$ cat src/logic/dsa_map.svh
// Register offsets, field positions and reset values of the diskette status block
`ifndef DSA_MAP_SVH
`define DSA_MAP_SVH

`define DSA_OFF_CTRL      8'he0
`define DSA_OFF_DRVCTL    8'he1
`define DSA_OFF_DATA      8'he2
`define DSA_OFF_CRC_HI    8'he3
`define DSA_OFF_CRC_LO    8'he4
`define DSA_OFF_IRQ_STAT  8'he5
`define DSA_OFF_IRQ_MASK  8'he6
`define DSA_OFF_STAT_A    8'he8
`define DSA_OFF_STAT_B    8'he9

`define DSA_CTRL_WRITE    7
`define DSA_CTRL_READ     6
`define DSA_CTRL_DIAG     5
`define DSA_CTRL_CRC_INIT 1
`define DSA_CTRL_CRC_CHK  0

`define DSA_DRV_MFM       6
`define DSA_DRV_FILTER    5
`define DSA_DRV_INNER     4
`define DSA_DRV_HEAD      3
`define DSA_DRV_SIDE      2

`define DSA_IRQ_SERVICE   0
`define DSA_IRQ_OVERRUN   1
`define DSA_IRQ_CRC       2
`define DSA_IRQ_INDEX     3
`define DSA_IRQ_COVER     4

`define DSA_CRC_POLY      16'h1021
`define DSA_CRC_SEED      16'hffff
`define DSA_CRC_GOOD      16'h0000
`define DSA_BYTE_ZERO     8'h00

`endif

$ cat src/logic/dsa_pkg.sv
// Types shared by the diskette status block
`default_nettype none
package dsa_pkg;

  typedef struct packed {
    logic index;
    logic erase_gate;
    logic disk2;
    logic cover_open;
  } dsa_drv_in_s;

  typedef struct packed {
    logic       mfm;
    logic       filter;
    logic       wr_cur_low;
    logic       rd_comp;
    logic       head_load;
    logic       side;
    logic [1:0] access;
    logic       wr_valid;
    logic [7:0] wr_byte;
  } dsa_drv_out_s;

  typedef struct packed {
    logic         wr_mode;
    logic         rd_mode;
    logic         diag;
    logic         disk2;
    logic         crc_err;
    logic         overrun;
    logic [6:0]   drvctl;
    logic [7:0]   data;
    logic         pending;
    logic [15:0]  crc;
    logic [7:0]   irq_stat;
    logic [7:0]   irq_mask;
    logic [7:0]   rdata;
    logic         irq;
    logic         idx_prev;
    logic         cover_prev;
    dsa_drv_out_s drv;
  } dsa_state_s;

endpackage

`default_nettype wire

$ cat src/logic/dsa_status.sv
// Diskette adapter status bytes, mode latches, drive control lines and byte service
`timescale 1ns/1ps
`default_nettype none
`include "dsa_map.svh"

////////////////////////////////////////////////////////////////////////////////
// Overview of operation
// - First byte top bits show write/read/diag latches
// - First byte bit 3 follows index sensor
// - First byte bit 4 follows erase gate
// - Diskette-2 bit sampled at index pulse
// - First byte bit 6 flags CRC mismatch
// - First byte bit 7 flags missed byte service
// - Overrun drops read/write, back to access mode
// - Second byte bit 0 shows cover open
// - Second byte bit 1 selects MFM or FM
// - Filter latch compensates only while reading
// - Inner tracks: low write current, read compensation
// - Head engage bit lowers or raises heads
// - Head select bit picks disk side
// - Last two bits drive the access lines
module dsa_status (
  input  wire logic                 mclk_i,
  input  wire logic                 nrst_i,
  input  wire logic [7:0]           addr_i,
  input  wire logic [7:0]           wdata_i,
  input  wire logic                 wr_stb_i,
  input  wire logic                 rd_stb_i,
  output var  logic [7:0]           rdata_o,
  output var  logic                 irq_o,
  input  wire dsa_pkg::dsa_drv_in_s drv_i,
  input  wire logic                 byte_stb_i,
  input  wire logic [7:0]           rd_byte_i,
  output var  dsa_pkg::dsa_drv_out_s drv_o
);
  import dsa_pkg::*;

  ////////////////////////////////////////////////////////////////////////////
  // State and helpers

  localparam dsa_state_s RESET_STATE = '{
    crc:     `DSA_CRC_SEED,
    default: '0
  };

  dsa_state_s st_reg;
  dsa_state_s st_next;

  // CRC-16 over one byte, most significant bit first
  function automatic logic [15:0] crc_step(input logic [15:0] crc, input logic [7:0] b);
    logic [15:0] c;
    c = crc;
    for (int i = 7; i >= 0; i--)
    begin
      if (c[15] ^ b[i])
        c = {c[14:0], 1'b0} ^ `DSA_CRC_POLY;
      else
        c = {c[14:0], 1'b0};
    end
    return c;
  endfunction

  // First status byte, bit 0 in the MSB
  function automatic logic [7:0] stat_a(input dsa_state_s s, input dsa_drv_in_s d);
    return {s.wr_mode, s.rd_mode, s.diag, d.index, d.erase_gate, s.disk2, s.crc_err, s.overrun};
  endfunction

  // Second status byte, bit 0 in the MSB
  function automatic logic [7:0] stat_b(input dsa_state_s s, input dsa_drv_in_s d);
    return {d.cover_open, s.drvctl};
  endfunction

  logic acc_wr;
  logic acc_rd;
  logic busy;
  logic byte_due;
  logic overrun_now;
  logic index_rise;
  logic cover_rise;

  assign acc_wr      = wr_stb_i;
  assign acc_rd      = rd_stb_i;
  assign busy        = st_reg.wr_mode | st_reg.rd_mode;
  assign byte_due    = byte_stb_i & busy;
  assign overrun_now = byte_due & st_reg.pending;
  assign index_rise  = drv_i.index & ~st_reg.idx_prev;
  assign cover_rise  = drv_i.cover_open & ~st_reg.cover_prev;

  ////////////////////////////////////////////////////////////////////////////
  // Next state

  always_comb
  begin
    logic [7:0] ev;
    logic [7:0] rd_val;
    st_next = st_reg;
    ev      = `DSA_BYTE_ZERO;
    rd_val  = `DSA_BYTE_ZERO;

    st_next.idx_prev   = drv_i.index;
    st_next.cover_prev = drv_i.cover_open;

    // Disk type only trusted once the index has been seen
    if (index_rise)
      st_next.disk2 = drv_i.disk2;

    // Register writes
    if (acc_wr)
    begin
      case (addr_i)
        `DSA_OFF_CTRL:
        begin
          st_next.wr_mode = wdata_i[`DSA_CTRL_WRITE];
          st_next.rd_mode = wdata_i[`DSA_CTRL_READ];
          st_next.diag    = wdata_i[`DSA_CTRL_DIAG];
          st_next.overrun = 1'b0;
          st_next.crc_err = 1'b0;
          // A write needs its first byte before the first slot
          st_next.pending = wdata_i[`DSA_CTRL_WRITE];
          if (wdata_i[`DSA_CTRL_CRC_INIT])
            st_next.crc = `DSA_CRC_SEED;
        end
        `DSA_OFF_DRVCTL:
          st_next.drvctl = wdata_i[6:0];
        `DSA_OFF_DATA:
        begin
          st_next.data = wdata_i;
          if (st_reg.wr_mode)
            st_next.pending = 1'b0;
        end
        `DSA_OFF_IRQ_STAT:
          st_next.irq_stat = st_reg.irq_stat & ~wdata_i;
        `DSA_OFF_IRQ_MASK:
          st_next.irq_mask = wdata_i;
        default:
          st_next = st_next;
      endcase
    end

    // Register reads, answered in the following cycle only
    if (acc_rd)
    begin
      case (addr_i)
        `DSA_OFF_CTRL:     rd_val = {st_reg.wr_mode, st_reg.rd_mode, st_reg.diag, 5'h00};
        `DSA_OFF_DRVCTL:   rd_val = {1'b0, st_reg.drvctl};
        `DSA_OFF_DATA:     rd_val = st_reg.data;
        `DSA_OFF_CRC_HI:   rd_val = st_reg.crc[15:8];
        `DSA_OFF_CRC_LO:   rd_val = st_reg.crc[7:0];
        `DSA_OFF_IRQ_STAT: rd_val = st_reg.irq_stat;
        `DSA_OFF_IRQ_MASK: rd_val = st_reg.irq_mask;
        `DSA_OFF_STAT_A:   rd_val = stat_a(st_reg, drv_i);
        `DSA_OFF_STAT_B:   rd_val = stat_b(st_reg, drv_i);
        default:           rd_val = `DSA_BYTE_ZERO;
      endcase
      if (addr_i == `DSA_OFF_DATA && st_reg.rd_mode)
        st_next.pending = 1'b0;
    end
    st_next.rdata = rd_val;

    // CRC compare on request; a good stream leaves zero remainder
    if (acc_wr && addr_i == `DSA_OFF_CTRL && wdata_i[`DSA_CTRL_CRC_CHK] && st_reg.crc != `DSA_CRC_GOOD)
    begin
      st_next.crc_err          = 1'b1;
      ev[`DSA_IRQ_CRC]         = 1'b1;
    end

    // Byte slot from the drive
    st_next.drv.wr_valid = 1'b0;
    if (overrun_now)
    begin
      st_next.overrun      = 1'b1;
      st_next.wr_mode      = 1'b0;
      st_next.rd_mode      = 1'b0;
      st_next.pending      = 1'b0;
      ev[`DSA_IRQ_OVERRUN] = 1'b1;
    end
    else if (byte_due)
    begin
      st_next.pending      = 1'b1;
      ev[`DSA_IRQ_SERVICE] = 1'b1;
      if (st_reg.rd_mode)
      begin
        st_next.data = rd_byte_i;
        st_next.crc  = crc_step(st_reg.crc, rd_byte_i);
      end
      else
      begin
        st_next.drv.wr_valid = 1'b1;
        st_next.drv.wr_byte  = st_reg.data;
        st_next.crc          = crc_step(st_reg.crc, st_reg.data);
      end
    end

    ev[`DSA_IRQ_INDEX] = index_rise;
    ev[`DSA_IRQ_COVER] = cover_rise;

    // Sticky events; a set beats a same-cycle clear
    st_next.irq_stat = st_next.irq_stat | ev;
    st_next.irq      = |(st_next.irq_stat & st_next.irq_mask);

    // Drive control lines, registered
    st_next.drv.mfm        = st_next.drvctl[`DSA_DRV_MFM];
    st_next.drv.filter     = st_next.drvctl[`DSA_DRV_FILTER] & st_next.rd_mode;
    st_next.drv.wr_cur_low = st_next.drvctl[`DSA_DRV_INNER] & st_next.wr_mode;
    st_next.drv.rd_comp    = st_next.drvctl[`DSA_DRV_INNER] & st_next.rd_mode;
    st_next.drv.head_load  = st_next.drvctl[`DSA_DRV_HEAD];
    st_next.drv.side       = st_next.drvctl[`DSA_DRV_SIDE];
    st_next.drv.access     = st_next.drvctl[1:0];
  end

  ////////////////////////////////////////////////////////////////////////////
  // State register

  always_ff @(posedge mclk_i or negedge nrst_i)
  begin
    if (!nrst_i)
      st_reg <= RESET_STATE;
    else
      st_reg <= st_next;
  end

  assign rdata_o = st_reg.rdata;
  assign irq_o   = st_reg.irq;
  assign drv_o   = st_reg.drv;
endmodule // dsa_status

`default_nettype wire

$ cat config.mk
export PLATFORM = sky130hd
export DESIGN_NAME = dsa_status
export DESIGN_NICKNAME = d
export VERILOG_FILES = /design/src/logic/dsa_pkg.sv /design/src/logic/dsa_status.sv
export VERILOG_INCLUDE_DIRS = /design/src /design/src/logic
export SDC_FILE = /design/constraint.sdc
export NUM_CORES = 1
export LEC_CHECK = 0
export ABC_AREA = 0
export BUFFER_PORTS_ARGS = -buffer_cell sky130_fd_sc_hd__buf_2
export CAP_MARGIN = 40
export CORE_MARGIN = 1.5
export CORE_UTILIZATION = 58
export CTS_BUF_LIST = sky130_fd_sc_hd__clkbuf_8 sky130_fd_sc_hd__clkbuf_16
export DETAILED_ROUTE_END_ITERATION = 16
export HOLD_SLACK_MARGIN = 0.02
export PLACE_DENSITY = 0.8
export RECOVER_POWER = 50
export SYNTH_ARGS = -nofsm -noshare
export SYNTH_HDL_FRONTEND = slang
export SYNTH_SLANG_ARGS = --single-unit
$ cat constraint.sdc
create_clock -name mclk_i -period 2.4 [get_ports mclk_i]
set_clock_uncertainty 0.15 [all_clocks]
set_input_delay 0.12 -clock mclk_i [delete_from_list [all_inputs] [get_ports mclk_i]]
set_output_delay 0.12 -clock mclk_i [all_outputs]
set_load 0.005 [all_outputs]
; ---- Word-level counts from Yosys, hierarchy flattened
; Index checks and enable logic that the tools add are counted.
[word_totals]
regBits = 82
word_cells = 182
output_inout_bits = 26
in_bits = 33
[classes]
reduce_logical = 13
bitwise = 45
eq_ne = 9
n_mux = 90
[ops]
columns = operator, count
row1 = $mux 16, 46
row2 = $mux 13, 16
row3 = $mux 82, 1
row4 = $eq 8x8->1 const B, 9
row5 = $pmux 8 s9, 1
row6 = $mux 8, 6
row7 = $not 3->3, 15
row8 = $mux 9, 3
row9 = $mux 25, 1
row10 = $and 8x8->8, 2
row11 = $reduce_bool 16->1, 1
row12 = $xor 1x1->1, 16
row13 = $mux 1, 11
row14 = $not 8->8, 1
row15 = $or 8x5->8, 1
row16 = $reduce_bool 2->1, 4
row17 = $reduce_or 8->1, 1
row18 = $and 1x1->1, 7
row19 = $mux 7, 1
row20 = $reduce_and 2->1, 3
row21 = $logic_and 1x1->1, 4
row22 = $mux 2, 2
row23 = $mux 3, 1
row24 = $not 1->1, 2
row25 = other kinds (2), 2

; ---- Logic depth before layout (Yosys ltp)
[depth]
ltp_word = 40
ltp_mapped = 7
ltp_nobuf = 5

; ---- Worst setup path before layout
; Ideal clock, no wire load.
[synth_path]
path_type = input to register
from = input addr_i[2]
to = register st_reg, in the netlist irq_o
stages = 6
arrival_time_ps = 1711
n_path_buf = 1
required_time_ps = 2111
setup_slack_ps = 400
setup_ps = 139
path_cell_list = buf_2 > nand3b_1 > nor4_2 > mux2_2 > a2111oi_2 > nand3_1
[synth_lines]
columns = element, line
row1 = start: declaration, dsa_status.sv:25  ; input wire logic [7:0] addr_i,
row2 = end signal: assignment, dsa_status.sv:219  ; st_reg <= st_next;
row3 = end: declaration, dsa_status.sv:46  ; dsa_state_s st_reg;

==> impl_metrics.prom <==
# TYPE chip_impl_metric gauge
chip_impl_info{name="run_status",value="completed"} 1
chip_impl_metric{name="fp.dieArea",unit="um2"} 8160
chip_impl_metric{name="wirelength",unit="um"} 11300
chip_impl_metric{name="fin_nets",unit=""} 494
chip_impl_metric{name="coreArea",unit="um2"} 7330
chip_impl_metric{name="syn_avg_cell_area",unit="um2"} 11.1
chip_impl_metric{name="regArea",unit="um2"} 1950
chip_impl_metric{name="setup_violations",unit=""} 0
chip_impl_metric{name="fin_crit",unit="ps"} 2160
chip_impl_metric{name="wire_length_of_the_first_global_routing_pass",unit="um"} 18000
chip_impl_info{name="unrepaired_setup_endpoints_after_global_routing",value="false"} 1
chip_impl_info{name="clock_tree_from_tritoncts",value="yes"} 1
chip_impl_metric{name="vias",unit=""} 3484
chip_impl_metric{name="first_iter_violations",unit=""} 378
chip_impl_metric{name="multi_input_combinational_cell_area",unit="um2"} 2150
chip_impl_metric{name="worst_slew_pin_slew",unit="ps"} 1020
chip_impl_info{name="worst_path_max_delay_cell",value="sky130_fd_sc_hd__dlygate4sd3_1"} 1
chip_impl_metric{name="power.ir.vdd_worst",unit="uV"} 516
chip_impl_metric{name="max_clock_freq",unit="GHz"} 0.463
chip_impl_metric{name="cp_data_arrival_time",unit="ps"} 2220
chip_impl_metric{name="chipWidth",unit="um"} 90.3
chip_impl_metric{name="synthesis.instances",unit=""} 399
chip_impl_metric{name="numCtsBuffers",unit=""} 9
chip_impl_info{name="endpoint_kind",value="flip-flop"} 1
chip_impl_metric{name="largest_register_ffs",unit=""} 54
chip_impl_metric{name="r2r_slack",unit="ps"} 370
chip_impl_metric{name="synth-edff-count",unit=""} 0
chip_impl_metric{name="fp.dieH",unit="um"} 90.3
chip_impl_metric{name="postSynthRegisterBits",unit=""} 77
chip_impl_metric{name="final_layout_size_suffix_gt1_frac",unit=""} 0.307
chip_impl_metric{name="via_per_inst",unit=""} 6.17
chip_impl_info{name="holdCritPathClass",value="in -> reg"} 1
chip_impl_metric{name="drc_errors",unit=""} 0
chip_impl_info{name="setup.worst_path.class",value="in -> reg"} 1
chip_impl_metric{name="gp_routability_congestion",unit=""} 1.03
chip_impl_info{name="hold_end",value="st_reg[60]$_DFF_PN0_"} 1
chip_impl_metric{name="post-dp-hpwl",unit="um"} 8110
chip_impl_info{name="path_delay_family",value="compound AO/OA/AOI/OAI gates"} 1
chip_impl_metric{name="cap_violations",unit=""} 0
chip_impl_metric{name="r2r.worst_path.cells",unit=""} 5
chip_impl_metric{name="synth_async_sr_flop_share",unit=""} 1.00
chip_impl_metric{name="grt_antenna_before_repair",unit=""} 0
chip_impl_metric{name="grt_remaining_overflow",unit=""} 0
chip_impl_metric{name="layout.filler_cells",unit=""} 558
chip_impl_metric{name="globalRouteTotalUtil",unit=""} 0.288
chip_impl_metric{name="clk_latency",unit="ps"} 350
chip_impl_metric{name="slowest_delay",unit="ps"} 510
chip_impl_metric{name="critical_path_required",unit="ps"} 2460
chip_impl_metric{name="postRouteAntennaNets",unit=""} 0
chip_impl_metric{name="total_leakage_power",unit="nW"} 2.37
chip_impl_metric{name="power_density_relative_to_cell_area",unit="nW/um2"} 872
chip_impl_metric{name="synth_seq_area_share",unit=""} 0.440
chip_impl_metric{name="clock_sinks",unit=""} 77
chip_impl_metric{name="hold_viol",unit=""} 0
chip_impl_metric{name="first_pass_iters",unit=""} 5
chip_impl_metric{name="timing.slew.headroom",unit=""} 0.318
chip_impl_metric{name="synthToLayoutAreaGrowth",unit="%"} 16.2
chip_impl_metric{name="yosys.cell_types.count",unit=""} 51
chip_impl_info{name="cts.root.buffer_cell",value="sky130_fd_sc_hd__clkbuf_8"} 1
chip_impl_metric{name="postPlaceCellArea",unit="um2"} 4670
chip_impl_metric{name="placed_cells",unit=""} 526
chip_impl_metric{name="drt-wirelength-per-cell",unit="um"} 20.1
chip_impl_metric{name="htreeDepth",unit=""} 3
chip_impl_metric{name="worst_hold_path_cell_count",unit=""} 4
chip_impl_metric{name="critical_path.max_fanout",unit=""} 7
chip_impl_metric{name="finish.cell_count_without_fillers",unit=""} 565
chip_impl_info{name="capture_instance_of_the_worst_register_to_register_path",value="st_reg[49]$_DFF_PN1_"} 1
chip_impl_metric{name="initial_core_util",unit=""} 0.603
chip_impl_metric{name="floorplan.rows",unit=""} 31
chip_impl_info{name="worst_reg2reg_startpoint",value="st_reg[56]$_DFF_PN1_"} 1
chip_impl_metric{name="post_synthesis_net_count",unit=""} 432
chip_impl_info{name="min-delay-start",value="rd_stb_i"} 1
chip_impl_metric{name="clock_pin_slew_reported_for_the_worst_setup_and_hold_paths_after_clock_tree_synthesis",unit="ps"} 80
chip_impl_metric{name="design_area",unit="um2"} 5140
chip_impl_metric{name="cts_max_path_buffers",unit=""} 2
chip_impl_metric{name="grt_pass1_vias",unit=""} 3416
chip_impl_metric{name="grt_max_degree",unit=""} 42
chip_impl_metric{name="p_total",unit="mW"} 4.48
chip_impl_metric{name="num_antenna_cells",unit=""} 0
chip_impl_metric{name="path_buf_inv",unit=""} 2
chip_impl_metric{name="syn-cell-area",unit="um2"} 4420
chip_impl_metric{name="yosys_warnings",unit=""} 0
chip_impl_info{name="path_cells",value="dlygate4sd3_1, buf_2, nand3b_1, o41ai_1, a22oi_1, a2111oi_2, nand3_1"} 1
chip_impl_metric{name="slew_viol_final",unit=""} 0
chip_impl_metric{name="design.portCount",unit=""} 59
chip_impl_metric{name="min_period_over_period",unit=""} 0.900
chip_impl_info{name="predominant_post_synthesis_flop_cell",value="sky130_fd_sc_hd__dfrtp_1"} 1
chip_impl_metric{name="port_buffers",unit=""} 58
chip_impl_metric{name="setup-tns-final",unit="ps"} 0
chip_impl_info{name="worst_setup_path_start_kind",value="input port"} 1
[layout make-up]
| class | count | share of cell area |
|---|---|---|
| repair buffers | 94 | 0.122 |
| well taps | 99 | 0.0241 |
| multi-input cells | 267 | 0.418 |
| inverters | 12 | 0.00876 |
| clock inverters | 6 | 0.0217 |
| flip-flops and latches | 77 | 0.379 |
| clock buffers | 10 | 0.0268 |
[stage by stage]
step,util,hold WS (ps),worst slack (ps)
after detailed placement,0.637,-11.9,223
after CTS,0.702,61.2,294
after floorplan,-,-326,400
after global routing,0.701,79.6,126
final,0.701,80.2,239
after global placement,0.637,-24.1,338
[kinds of logic after synthesis]
group | after synthesis | share of synthesized area
simple gates | 90 | 0.117
buf+inv | 55 | 0.0735
mux | 55 | 0.134
xor+xnor | 43 | 0.108
compound gates | 79 | 0.128
flops | 77 | 0.440
[tightest hold or removal path: stages]
cell                      delay (ps)
sky130_fd_sc_hd__buf_2           110
sky130_fd_sc_hd__nor2b_1         130
sky130_fd_sc_hd__a22o_1          130
sky130_fd_sc_hd__a21oi_1          60
[cells in the final DEF, fill, tap and decap left out, drive strengths merged, types with 13 or more instances in the layout]
| master | netlist | routed |
|---|---|---|
| buf | 35 | 66 |
| dfrtp | 61 | 61 |
| mux2 | 34 | 34 |
| xnor2 | 31 | 31 |
| a21oi | 29 | 29 |
| nor2 | 28 | 28 |
| dlygate4sd3 | 0 | 23 |
| mux2i | 21 | 21 |
| nand2 | 16 | 16 |
| dfstp | 16 | 16 |
| clkbuf | 8 | 15 |
| inv | 12 | 13 |
[worst max-delay path by stage]
| stage | from | to | slack, ps | cells after the start |
|---|---|---|---|---|
| 3_5_place_dp | addr_i[4] | irq_o$_DFF_PN0_ | 220 | 6 |
| 3_3_place_gp | addr_i[4] | irq_o$_DFF_PN0_ | 340 | 6 |
| 5_1_grt | wr_stb_i | irq_o$_DFF_PN0_ | 130 | 7 |
| 4_1_cts | wr_stb_i | irq_o$_DFF_PN0_ | 290 | 7 |
| 2_1_floorplan | addr_i[2] | irq_o$_DFF_PN0_ | 400 | 6 |
| 6_report | wr_stb_i | irq_o$_DFF_PN0_ | 240 | 7 |
[power by group]
part,switching (mW),internal (mW)
clock,0.485,0.719
combinational,0.629,0.785
sequential,0.293,1.57
total,1.41,3.07
[synth_stat cells (7+ instances only)]
| cell | instances | area share |
|---|---|---|
| sky130_fd_sc_hd__nand2_1 | 16 | 0.014 |
| sky130_fd_sc_hd__xnor2_1 | 30 | 0.059 |
| sky130_fd_sc_hd__a21oi_1 | 29 | 0.033 |
| sky130_fd_sc_hd__inv_1 | 12 | 0.010 |
| sky130_fd_sc_hd__buf_2 | 8 | 0.0091 |
| sky130_fd_sc_hd__mux2_2 | 34 | 0.087 |
| sky130_fd_sc_hd__mux2i_1 | 21 | 0.048 |
| sky130_fd_sc_hd__dfstp_2 | 16 | 0.095 |
| sky130_fd_sc_hd__dfrtp_1 | 61 | 0.35 |
| sky130_fd_sc_hd__nor2b_1 | 7 | 0.0099 |
| sky130_fd_sc_hd__buf_4 | 25 | 0.042 |
| sky130_fd_sc_hd__clkbuf_1 | 8 | 0.0068 |
| sky130_fd_sc_hd__nor2_1 | 27 | 0.023 |
[layer usage]
metal,up-vias,share of wire,track usage
li1,1541,-,-
met2,218,0.47,0.439
met5,-,0,0
met1,1701,0.42,0.410
met4,0,0.021,0.0886
met3,24,0.093,0.0682
[what timing repair did]
action,4_1_cts,5_1_grt
hold endpoints to repair,72,0
resized for setup,0,0
setup buffers,0,0
hold buffers,23,0
Note: power is estimated with default switching activity, not from simulation.
